==> src/inc/vsidec_pkg.sv <==
// vsidec_pkg: register map, field layout and reset values of the slave image decoder.
// assumes a 32-bit AHB-Lite register bus and three slave images (0, 1 and 2).
package vsidec_pkg;
    // number of decoded slave images
    localparam int NUM_IMG = 3;
    // register byte addresses, one entry per image
    localparam logic [31:0] CTL_OFS [NUM_IMG] = '{32'h0000_0F00, 32'h0000_0F14, 32'h0000_0F28};
    localparam logic [31:0] BASE_OFS [NUM_IMG] = '{32'h0000_0F04, 32'h0000_0F18, 32'h0000_0F2C};
    localparam logic [31:0] BOUND_OFS [NUM_IMG] = '{32'h0000_0F08, 32'h0000_0F1C, 32'h0000_0F30};
    localparam logic [31:0] OFFS_OFS [NUM_IMG] = '{32'h0000_0F0C, 32'h0000_0F20, 32'h0000_0F34};
    // command/status word holding the pci master enable
    localparam logic [31:0] CSR_OFS = 32'h0000_0004;
    // decoder status word
    localparam logic [31:0] STAT_OFS = 32'h0000_0F80;
    // control field positions; BM_BIT is the master enable bit of the command/status word
    localparam int EN_BIT = 31;
    localparam int PW_BIT = 30;
    localparam int PR_BIT = 29;
    localparam int PGM_LSB = 22;
    localparam int SUP_LSB = 20;
    localparam int VAS_LSB = 16;
    localparam int WIDE_BIT = 7;
    localparam int LOCK_BIT = 6;
    localparam int LAS_LSB = 0;
    localparam int BM_BIT = 2;
    // writable control bits; reserved bits read as zero
    localparam logic [31:0] CTL_MASK = 32'hE0F7_00C3;
    localparam logic [31:0] CSR_MASK = 32'h0000_0004;
    // control reset values: program/data and privilege both "both"
    localparam logic [31:0] CTL_RST [NUM_IMG] = '{32'h00F0_0000, 32'h00F0_00C0, 32'h00F0_0000};
    // window granularity: 4 KB for image 0, 64 KB for the others
    localparam logic [31:0] GRAN_MASK [NUM_IMG] = '{32'hFFFF_F000, 32'hFFFF_0000, 32'hFFFF_0000};
    localparam logic [31:0] ZERO_W = 32'h0000_0000;
    // vme space selector codes
    localparam logic [2:0] VAS_A16 = 3'h0;
    localparam logic [2:0] VAS_A24 = 3'h1;
    localparam logic [2:0] VAS_A32 = 3'h2;
    localparam logic [2:0] VAS_USER1 = 3'h6;
    localparam logic [2:0] VAS_USER2 = 3'h7;
    // pci space selector codes
    localparam logic [1:0] LAS_MEM = 2'h0;
    localparam logic [1:0] LAS_IO = 2'h1;
    localparam logic [1:0] LAS_CFG = 2'h2;
    // queue depth and entry width
    localparam int QDEPTH = 8;
    localparam int QLVL_W = 4;
    localparam int ENTRY_W = 73;
    // status field positions
    localparam int ST_HIT_LSB = 8;
    localparam int ST_HITV_BIT = 12;
    localparam int ST_MISS_BIT = 16;
endpackage

==> src/core/vsidec_fifo.sv <==
// vsidec_fifo: small synchronous queue with valid/ready on both sides.
// assumes one clock; head word is held in a register.
`timescale 1ns/1ps
`default_nettype none
module vsidec_fifo #(
    parameter int WIDTH = 8,
    parameter int DEPTH = 8,
    parameter int LVL_W = 4
) (
    // clock and reset
    input wire logic clk,
    input wire logic rst_b,
    // filling side
    input wire logic in_valid,
    output logic in_ready,
    input wire logic [WIDTH-1:0] in_data,
    // draining side
    output logic out_valid,
    input wire logic out_ready,
    output logic [WIDTH-1:0] out_data,
    // fill level
    output logic [LVL_W-1:0] level
);
    localparam int PW = $clog2(DEPTH);
    logic [WIDTH-1:0] mem_q [DEPTH]; // storage
    logic [PW-1:0] wr_q; // write pointer
    logic [PW-1:0] rd_q; // read pointer
    logic [PW-1:0] rd_d; // read pointer after this cycle
    logic [LVL_W-1:0] cnt_q; // entries held
    logic push;
    logic pop;

    // full only refuses when truly full; no lookahead on pop keeps the path short
    assign in_ready = (cnt_q != LVL_W'(DEPTH));
    assign out_valid = (cnt_q != '0);
    assign push = in_valid && in_ready;
    assign pop = out_valid && out_ready;
    assign level = cnt_q;
    assign rd_d = pop ? PW'(rd_q + 1'b1) : rd_q;

    // storage write
    always_ff @(posedge clk) begin
        if (push) begin
            mem_q[wr_q] <= in_data;
        end
    end

    // pointers and count
    always_ff @(posedge clk or negedge rst_b) begin
        if (!rst_b) begin
            wr_q <= '0;
            rd_q <= '0;
            cnt_q <= '0;
        end else begin
            if (push) begin
                wr_q <= PW'(wr_q + 1'b1);
            end
            rd_q <= rd_d;
            cnt_q <= LVL_W'(cnt_q + push - pop);
        end
    end

    // registered head; bypass when the new word becomes the head at once
    always_ff @(posedge clk or negedge rst_b) begin
        if (!rst_b) begin
            out_data <= '0;
        end else if (push && (cnt_q == LVL_W'(pop))) begin
            out_data <= in_data;
        end else begin
            out_data <= mem_q[rd_d];
        end
    end
endmodule
`default_nettype wire

==> src/core/vsidec_top.sv <==
// vsidec_top: vme slave image decoder and translator toward a pci request queue.
// assumes vme cycle attributes arrive pre-decoded and synchronous to clk,
// and an AHB-Lite master as the only master of the register port.
`timescale 1ns/1ps
`default_nettype none
module vsidec_top
    import vsidec_pkg::*;
#(
    parameter int QUEUE_DEPTH = QDEPTH
) (
    // clock and reset
    input wire logic clk,
    input wire logic rst_b,
    // ahb-lite register port
    input wire logic hsel,
    input wire logic [31:0] haddr,
    input wire logic [1:0] htrans,
    input wire logic hwrite,
    input wire logic [2:0] hsize,
    input wire logic [31:0] hwdata,
    input wire logic hready,
    output logic hreadyout,
    output logic hresp,
    output logic [31:0] hrdata,
    // incoming vme cycle
    input wire logic vme_valid,
    output logic vme_ready,
    output logic vme_claim,
    input wire logic [31:0] vme_addr,
    input wire logic [2:0] vme_space,
    input wire logic vme_program,
    input wire logic vme_super,
    input wire logic vme_write,
    input wire logic vme_rmw,
    input wire logic [31:0] vme_wdata,
    // outgoing pci request
    output logic pci_valid,
    input wire logic pci_ready,
    output logic [31:0] pci_addr,
    output logic [31:0] pci_wdata,
    output logic pci_write,
    output logic [1:0] pci_space,
    output logic pci_posted,
    output logic pci_prefetch,
    output logic pci_wide,
    output logic pci_lock,
    output logic [1:0] pci_image
);
    // image registers
    logic [31:0] ctl_q [NUM_IMG]; // control words
    logic [31:0] base_q [NUM_IMG]; // window base
    logic [31:0] bound_q [NUM_IMG]; // window limit
    logic [31:0] offs_q [NUM_IMG]; // translation offset
    logic pci_master_enable_q; // command/status master enable
    // bus data-phase state
    logic wr_q; // write pending in data phase
    logic [31:0] waddr_q; // address of that write
    logic [31:0] rdata_q; // read data for the data phase
    logic [31:0] rdata_d;
    // decode results
    logic hit; // some image claims the cycle
    logic [1:0] hit_idx; // lowest claiming image
    logic [ENTRY_W-1:0] entry; // queue word for the claimed cycle
    logic q_in_ready;
    logic [QLVL_W-1:0] q_level;
    logic [ENTRY_W-1:0] q_out;
    // status
    logic [1:0] last_hit_q; // image of the last claimed cycle
    logic last_hit_v_q; // a claim has happened
    logic miss_q; // a cycle went unclaimed

    // space selector check; A16 only for image 0, reserved codes never match
    function automatic logic space_ok(input int img, input logic [2:0] vme_space_select,
                                      input logic [2:0] sp);
        logic legal;
        legal = 1'b0;
        case (vme_space_select)
            VAS_A16: legal = (img == 0);
            VAS_A24, VAS_A32, VAS_USER1, VAS_USER2: legal = 1'b1;
            default: legal = 1'b0;
        endcase
        return legal && (vme_space_select == sp);
    endfunction

    // two-bit attribute selector: bit1 allows the set case, bit0 the clear case
    function automatic logic sel_ok(input logic [1:0] sel, input logic attr);
        return attr ? sel[1] : sel[0];
    endfunction

    // register read view; unmapped words read as zero
    function automatic logic [31:0] read_word(input logic [31:0] a);
        logic [31:0] v;
        v = ZERO_W;
        for (int i = 0; i < NUM_IMG; i++) begin
            if (a == CTL_OFS[i]) v = ctl_q[i];
            if (a == BASE_OFS[i]) v = base_q[i];
            if (a == BOUND_OFS[i]) v = bound_q[i];
            if (a == OFFS_OFS[i]) v = offs_q[i];
        end
        if (a == CSR_OFS) v = 32'(pci_master_enable_q) << BM_BIT;
        if (a == STAT_OFS) begin
            v = 32'(q_level);
            v[ST_HIT_LSB +: 2] = last_hit_q;
            v[ST_HITV_BIT] = last_hit_v_q;
            v[ST_MISS_BIT] = miss_q;
        end
        return v;
    endfunction

    // the slave never stretches a transfer and always answers okay
    assign hreadyout = 1'b1;
    assign hresp = 1'b0;
    assign hrdata = rdata_q;
    assign rdata_d = read_word(haddr);

    // address phase capture; read data fetched here so it is ready next cycle
    always_ff @(posedge clk or negedge rst_b) begin
        if (!rst_b) begin
            wr_q <= 1'b0;
            waddr_q <= ZERO_W;
            rdata_q <= ZERO_W;
        end else if (hready) begin
            wr_q <= hsel && htrans[1] && hwrite;
            waddr_q <= haddr;
            if (hsel && htrans[1] && !hwrite) begin
                rdata_q <= rdata_d;
            end
        end
    end

    // image register writes; granularity masks clear reserved low bits
    always_ff @(posedge clk or negedge rst_b) begin
        if (!rst_b) begin
            for (int i = 0; i < NUM_IMG; i++) begin
                ctl_q[i] <= CTL_RST[i];
                base_q[i] <= ZERO_W;
                bound_q[i] <= ZERO_W;
                offs_q[i] <= ZERO_W;
            end
        end else if (wr_q) begin
            for (int i = 0; i < NUM_IMG; i++) begin
                if (waddr_q == CTL_OFS[i]) begin
                    ctl_q[i] <= hwdata & CTL_MASK;
                end
                if (waddr_q == BASE_OFS[i]) begin
                    base_q[i] <= hwdata & GRAN_MASK[i];
                end
                if (waddr_q == BOUND_OFS[i]) begin
                    bound_q[i] <= hwdata & GRAN_MASK[i];
                end
                if (waddr_q == OFFS_OFS[i]) begin
                    offs_q[i] <= hwdata & GRAN_MASK[i];
                end
            end
        end
    end

    // pci command/status master enable
    always_ff @(posedge clk or negedge rst_b) begin
        if (!rst_b) begin
            pci_master_enable_q <= 1'b0;
        end else if (wr_q && (waddr_q == CSR_OFS)) begin
            pci_master_enable_q <= hwdata[BM_BIT];
        end
    end

    // decode: lowest-numbered matching image wins if windows overlap
    always_comb begin
        logic cand;
        logic [31:0] c;
        cand = 1'b0;
        c = ZERO_W;
        hit = 1'b0;
        hit_idx = 2'h0;
        for (int i = 0; i < NUM_IMG; i++) begin
            c = ctl_q[i];
            cand = c[EN_BIT]
                && pci_master_enable_q
                && (vme_addr >= base_q[i]) && (vme_addr < bound_q[i])
                && space_ok(i, c[VAS_LSB +: 3], vme_space)
                && sel_ok(c[PGM_LSB +: 2], vme_program)
                && sel_ok(c[SUP_LSB +: 2], vme_super)
                && (c[LAS_LSB +: 2] != 2'h3);
            if (cand && !hit) begin
                hit = 1'b1;
                hit_idx = 2'(i);
            end
        end
    end

    // build the queue word for the claimed image
    always_comb begin
        logic [31:0] c;
        logic mem;
        c = ctl_q[hit_idx];
        mem = (c[LAS_LSB +: 2] == LAS_MEM);
        entry = {
            vme_addr + offs_q[hit_idx],
            vme_wdata,
            vme_write,
            c[LAS_LSB +: 2],
            vme_write && mem && c[PW_BIT],
            !vme_write && mem && c[PR_BIT],
            c[WIDE_BIT],
            vme_rmw && c[LOCK_BIT],
            hit_idx
        };
    end

    // unclaimed cycles pass at once; claimed ones wait for queue space
    assign vme_claim = vme_valid && hit;
    assign vme_ready = !hit || q_in_ready;

    // request queue toward the pci master
    vsidec_fifo #(
        .WIDTH(ENTRY_W),
        .DEPTH(QUEUE_DEPTH),
        .LVL_W(QLVL_W)
    ) u_queue (
        .clk(clk),
        .rst_b(rst_b),
        .in_valid(vme_claim),
        .in_ready(q_in_ready),
        .in_data(entry),
        .out_valid(pci_valid),
        .out_ready(pci_ready),
        .out_data(q_out),
        .level(q_level)
    );

    // unpack the head word
    assign {pci_addr, pci_wdata, pci_write, pci_space, pci_posted,
            pci_prefetch, pci_wide, pci_lock, pci_image} = q_out;

    // status: last claim and a sticky miss flag cleared by writing the status word
    always_ff @(posedge clk or negedge rst_b) begin
        if (!rst_b) begin
            last_hit_q <= 2'h0;
            last_hit_v_q <= 1'b0;
            miss_q <= 1'b0;
        end else begin
            if (vme_claim && q_in_ready) begin
                last_hit_q <= hit_idx;
                last_hit_v_q <= 1'b1;
            end
            // a new miss wins over a clear in the same cycle
            if (vme_valid && !hit) begin
                miss_q <= 1'b1;
            end else if (wr_q && (waddr_q == STAT_OFS)) begin
                miss_q <= 1'b0;
            end
        end
    end
endmodule
`default_nettype wire

==> config.mk <==
export PLATFORM = sky130hd
export DESIGN_NAME = vsidec_top
export DESIGN_NICKNAME = d
export VERILOG_FILES = /design/src/inc/vsidec_pkg.sv /design/src/core/vsidec_fifo.sv /design/src/core/vsidec_top.sv
export SDC_FILE = /design/constraint.sdc
export NUM_CORES = 1
export LEC_CHECK = 0
export BUFFER_PORTS_ARGS = -buffer_cell sky130_fd_sc_hd__clkbuf_2
export CAP_MARGIN = 30
export CELL_PAD_IN_SITES_DETAIL_PLACEMENT = 1
export CELL_PAD_IN_SITES_GLOBAL_PLACEMENT = 2
export CORE_ASPECT_RATIO = 1.75
export CORE_MARGIN = 1.5
export CORE_UTILIZATION = 48
export DETAILED_ROUTE_END_ITERATION = 16
export PLACE_DENSITY_LB_ADDON = 0.08
export SLEW_MARGIN = 10
export SYNTH_ARGS = -nofsm -noshare
export SYNTH_HDL_FRONTEND = slang
export SYNTH_SLANG_ARGS = --single-unit
==> constraint.sdc <==
create_clock -name clk -period 30.1 [get_ports clk]
set_input_delay 6.02 -clock clk [delete_from_list [all_inputs] [get_ports clk]]
set_output_delay 6.02 -clock clk [all_outputs]
set_load 0.005 [all_outputs]
* Yosys cells after proc, flatten, opt, wreduce, memory -nomap -nowiden
Memories as Yosys holds them, arrays and structs flattened. Index checks and enable logic that the tools add are counted.
Word-level totals: input bits 147, ROM bits 0, register bits 351, bits in latches 0, word-level logic and storage cells 192, memories kept 1, memory bits (writable) 584
Operators by class: multipliers 0, add/subtract/negate cells 5, eq/ne operators 48, div/mod/pow operators 0, shift operators 0, order comparisons 7, bitwise operators 1, reduce and logical (&&, ||, !) cells 67, mux-type cells 40
Memories:
- u_queue.mem_q | depth 8, width 73, rd ports 1, clocked after memory_dff 0, wr ports 1, RTL line vsidec_fifo.sv:25 | logic [WIDTH-1:0] mem_q [DEPTH];
Operators by type and width (count):
- == test 32 x 12 -> 1 bit (second input constant) | 26
- 2-to-1 mux 32 bit | 16
- binary-select mux 32 bit (select 2 bit) | 2
- >= comparator 32 bit | 3
- < comparator 32 bit | 3
- 2-to-1 mux 73 bit | 1
- == test 32 x 3 -> 1 bit (second input constant) | 2
- 2-to-1 mux 31 bit | 2
- logical AND 1 bit | 41
- adder 32 bit | 1
- AND reduction 2 bit | 13
- == test 3 bit (second input constant) | 6
- 2-to-1 mux 1 bit | 17
- == test 3 x 1 -> 1 bit (second input constant) | 3
- == test 3 x 2 -> 1 bit (second input constant) | 3
- == test 3 bit | 3
- OR reduction 4 bit | 2
- adder 3 x 1 -> 3 bit (second input constant) | 2
- != test 2 bit (second input constant) | 3
- logical NOT 1 bit | 5
- OR reduction 5 bit | 1
- adder 4 x 1 -> 4 bit | 1
- == test 4 x 1 -> 1 bit | 1
- != test 4 bit (second input constant) | 1
- 10 further kinds | 10

* Depth between registers and ports, before layout
depth after elaboration 23, depth in mapped cells 24, mapped depth without buffers 23

* Hierarchy
Synthesis repeated with hierarchy kept, for this count alone.
Second synthesis, totals: cells, all modules 3354, area, all modules 44547.7 um^2
Modules (own cells, without submodules):
- vsidec_fifo | seq. area each 19613.8 um^2, times used 1, cells an instance 1828, area an instance 28442.3 um^2
- vsidec_top | seq. area each 6623.9 um^2, times used 1, cells an instance 1526, area an instance 16105.4 um^2

* Least setup slack after synthesis
No wires, ideal clock.
path kind input to register, start input port vme_addr[19], end memory u_queue.mem_q[2][0] (netlist bit), enable pin, data required time 29391 ps, setup slack 13980 ps, arrival time 15410 ps, library setup time 709 ps, stages 11, buffers on the path 0, cell sequence ha_1 -> nand4_1 -> a2111o_1 -> a31oi_1 -> or4_4 -> and4_2 -> a21bo_2 -> o211ai_1 -> and2_1 -> nand2_2 -> nor4b_1
Between the ends: longest elaborated chain between the ends 18
RTL lines:
- from (decl) | RTL line vsidec_top.sv:29 | input wire logic [31:0] vme_addr,
- >= comparator 32 bit | RTL line vsidec_top.sv:179 | && (vme_addr >= base_q[i]) && (vme_addr < bound_q[i])
- logical AND 1 bit (2 in series) | RTL line vsidec_top.sv:179
- logical AND 1 bit | RTL line vsidec_top.sv:180 | && space_ok(i, c[VAS_LSB +: 3], vme_space)
- logical AND 1 bit | RTL line vsidec_top.sv:181 | && sel_ok(c[PGM_LSB +: 2], vme_program)
- logical AND 1 bit | RTL line vsidec_top.sv:182 | && sel_ok(c[SUP_LSB +: 2], vme_super)
- logical AND 1 bit | RTL line vsidec_top.sv:183 | && (c[LAS_LSB +: 2] != 2'h3);
- 2-to-1 mux 1 bit | RTL line vsidec_top.sv:184 | if (cand && !hit) begin
- logical NOT 1 bit | RTL line vsidec_top.sv:184
- (+2 left out)
- logical NOT 1 bit | RTL line vsidec_top.sv:184
- logical AND 1 bit | RTL line vsidec_top.sv:184
- 2-to-1 mux 1 bit * | RTL line vsidec_top.sv:184
- logical AND 1 bit * | RTL line vsidec_top.sv:211 | assign vme_claim = vme_valid && hit;
- named net vme_claim | RTL line vsidec_top.sv:28 | output logic vme_claim,
- logical AND 1 bit * | RTL line vsidec_fifo.sv:36 | assign push = in_valid && in_ready;
- 2-to-1 mux 1 bit * | RTL line vsidec_fifo.sv:43 | if (push) begin
- 2-to-1 mux 1 bit (implied by the code) * | RTL line vsidec_fifo.sv:44 | mem_q[wr_q] <= in_data;
- to (decl) | RTL line vsidec_fifo.sv:25
The timed path passes the listed nets; every way through them passes the cells marked *.

* Worst setup path after layout
start input port vme_addr[5], end output port vme_claim
Between the ends: longest elaborated chain between the ends 15
RTL lines (RTL line):
- >= comparator 32 bit | vsidec_top.sv:179
- logical AND 1 bit (2 in series) | vsidec_top.sv:179
- logical AND 1 bit | vsidec_top.sv:180
- logical AND 1 bit | vsidec_top.sv:181
- logical AND 1 bit | vsidec_top.sv:182
- logical AND 1 bit | vsidec_top.sv:183
- 2-to-1 mux 1 bit | vsidec_top.sv:184
- logical NOT 1 bit | vsidec_top.sv:184
- logical AND 1 bit | vsidec_top.sv:184
- 2-to-1 mux 1 bit | vsidec_top.sv:184
- logical NOT 1 bit | vsidec_top.sv:184
- logical AND 1 bit | vsidec_top.sv:184
- 2-to-1 mux 1 bit * | vsidec_top.sv:184
- logical AND 1 bit * | vsidec_top.sv:211
- to (decl) | vsidec_top.sv:28
Mark *: on every way between the ends. The rest lies on a longest branch, timed or not.

==> reports/metrics.cfg <==
[timing]
setup_viol = 0
final_max_slew_viol_count = 0
fmax_ghz = 0.0654
period_needed_ns = 15.29
setup-tns-final_ns = 0
tightest_slew_ns = 0.999
max-slew-margin-rel_pct = 33.2
skew_ns = 0.0253
finalHoldViolations = 0
finalCritPeriodShare_pct = 50.8
rsz0062_at_grt = no
whs_ns = 0.479

[critical_path]
startpoint_type = primary input
critical_path_class = in2out
setup.worst_path.end_class = output pin
worstPathMaxFanout = 10
crit_slowest_cell = nor4_1
crit_chain = clkbuf_2 > nor4_1 > and4_1 > and2_1 > o21ai_0 > a2111o_1 > o211ai_1 > and2_1 > clkbuf_2
critical_path.reg2reg.endpoint = u_queue.out_data[71]
r2r.worst_path.cells = 23
required_ns = 24.08
reg2reg_slack_ns = 22.61
crit_arrival_ns = 9.27
slowest_delay_ns = 0.79
crit-reg2reg-launch = base_q[58]

[place]
dp.cells = 3925
hpwl_um = 79400
place.port_buffers = 239
place.gp.congestion = 0.885

[synthesis]
syn_area_per_cell_um2 = 15.3
synthXorXnorAreaFrac_pct = 0.597
synth-adder-area-share_pct = 4.00
netlist_area_mm2 = 0.0411
synthArstFlopShare_pct = 37.3
post-synth-top-area-cell = edfxtp_1
ys.flop_type = edfxtp_1
synth_compound_area_share_pct = 6.65
synthCells = 2684
synthDistinctLibCells = 93
ys_seq_area_share_pct = 63.9
synth_top_family_by_area = multiplexers
synth_simple_gate_area_share_pct = 5.23
synth_warnings = 0
synthTopCellsByArea = edfxtp_1 (43%), dfrtp_1 (20%), mux4_2 (8.0%)
ys_ff_latch = 931
synth_edf_count = 584
synth_top_area_share_pct = 42.7
synth.area.mux_share_pct = 17.0

[power_and_ir_drop]
clockPowerShare_pct = 31.9
finalPower_mw = 3.56
p_comb_share_pct = 26.2
switching_share_pct = 28.4
switchingPower_mw = 1.01
leakagePower_nw = 18.0
p_int_mw = 2.55
ir_worst_vdd_uv = 69.5
seqPwrFrac_pct = 41.9
powerDensity_mw_per_mm2 = 76.3

[routing]
routed-via-count = 24400
wl_um = 116000
drtPass1Iterations = 5
post_drt_wl_per_cell_um = 28.4
ant_nets = 0
drtIter0Drc = 1329
drc = 0
vias_per_cell = 5.97

[grt]
globalRouteOverflowTotal = 0
grt_max_degree = 83
antenna_found_initial = 3
grt_pass1_vias = 27300
grt_first_pass_wirelength_um = 175000
groute.usage.overall_pct = 27.3

[hold_path]
hold_start = hrdata[0]
hp-class = reg2reg
min_path_cells = 1
hold_end = hrdata[0]

[clocking]
clk_latency_ns = 0.69
hold_buffers = 0
cts_buffers = 86
cts.repair.resized = 0
cts_tree = built
ctsLongestPathBuffers = 3
htreeDepth = 3
path_clk_slew_ns = 0.06
tritoncts_num_sinks = 931
clockRootBuffer = clkbuf_16
post_cts_buffers = 0

[layout]
nNetsFinal = 3223
final_common_cell = edfxtp_1
layoutNonFillerInstCount = 4092
layout_common_cells = edfxtp_1 (584), dfrtp_1 (333), mux2_2 (249)
drive_above_1_share_pct = 29.5
syn_to_final_growth_pct = 13.6
fin_util_pct = 55.1

[run]
cap_violations = 0

[die]
start_util_pct = 48.5
die_y_um = 390
io_pins = 257
placementRows = 141
dieArea_mm2 = 0.0874
die_x_um = 224
coreArea_mm2 = 0.0847

[outcome]
status = finished clean

-- power groups by stage --
stage	clock [mW]	combinational [mW]	sequential [mW]
finish	1.13	0.934	1.49
global route	1.20	1.02	1.50
CTS	1.16	0.954	1.49
detailed placement	0	0.950	1.52
global placement	0	0.915	1.51
floorplan	0	0.658	1.51
-- area by class of cell --
cell class,count,area (um^2)
inverter,127,477
fill,8115,38000
timing repair buffer,301,1770
sequential,931,26200
clock buffer,122,2430
clock inverter,39,513
multi-input combinational,1499,13900
tap,1072,1340
antenna,1,2.50
-- synthesized netlist by cell type (all sizes together), types with 33 or more instances --
cell      n
ha      128
nand3    33
o21ai    74
a21oi   147
dfrtp   333
nand2   131
nor2    116
inv     127
edfxtp  584
mux2i    89
mux2    250
buf      65
clkbuf   66
mux4    146
-- worst max path at each step --
| stage | startpoint | depth (start not counted) | endpoint |
|---|---|---|---|
| floorplan | vme_addr[19] | 11 | u_queue.mem_q[2][0] |
| global placement | vme_addr[1] | 9 | vme_claim |
| detailed placement | vme_addr[3] | 9 | vme_claim |
| CTS | vme_addr[5] | 9 | vme_claim |
| global route | vme_addr[5] | 9 | vme_claim |
| finish | vme_addr[5] | 9 | vme_claim |
-- sequential cells by signal, summed over array words and instances, names as in the netlist --
| signal | count |
|---|---|
| base_q | 52 |
| bound_q | 52 |
| ctl_q | 42 |
| hrdata | 28 |
| last_hit_q | 2 |
| last_hit_v_q | 1 |
| miss_q | 1 |
| offs_q | 52 |
| pci_master_enable_q | 1 |
| u_queue.level | 4 |
| u_queue.mem_q | 584 |
| u_queue.out_data | 73 |
| u_queue.rd_q | 3 |
| u_queue.wr_q | 3 |
| waddr_q | 32 |
| wr_q | 1 |
-- worst max-delay path, delay by kind of cell --
family	cells	cell delay [ns]
buffers and inverters	2	0.32
AO/OA/AOI/OAI	3	1.17
AND/OR/NAND/NOR	4	1.73
-- logic make-up (layout without fill, tap and decap cells) --
group | Yosys count | after routing
flip-flops | 931 | 931
multiplexers | 485 | 485
AND/OR/NAND/NOR | 433 | 433
AO/OA/AOI/OAI | 417 | 417
buffers and inverters | 258 | 589
adder cells (fa/ha/maj) | 130 | 130
XOR/XNOR | 28 | 28
other | 2 | 7
-- layer usage --
metal	track usage, %	routed length (um)	vias up	share of wire, %
met2	50.3	62800	503	54
li1	-	-	10800	-
met1	31.0	44000	12900	38
met3	3.51	3680	198	3.2
met5	0	26	-	0.022
met4	13.4	5740	4	4.9
-- metrics by stage --
step	setup WS (ns)	area [um^2]
after floorplan	13.98	41100
after global placement	14.56	43500
after detailed placement	14.81	43600
after CTS	14.78	46600
after global routing	14.72	46700
final	14.81	46700
(Power assumes the default switching activity.)
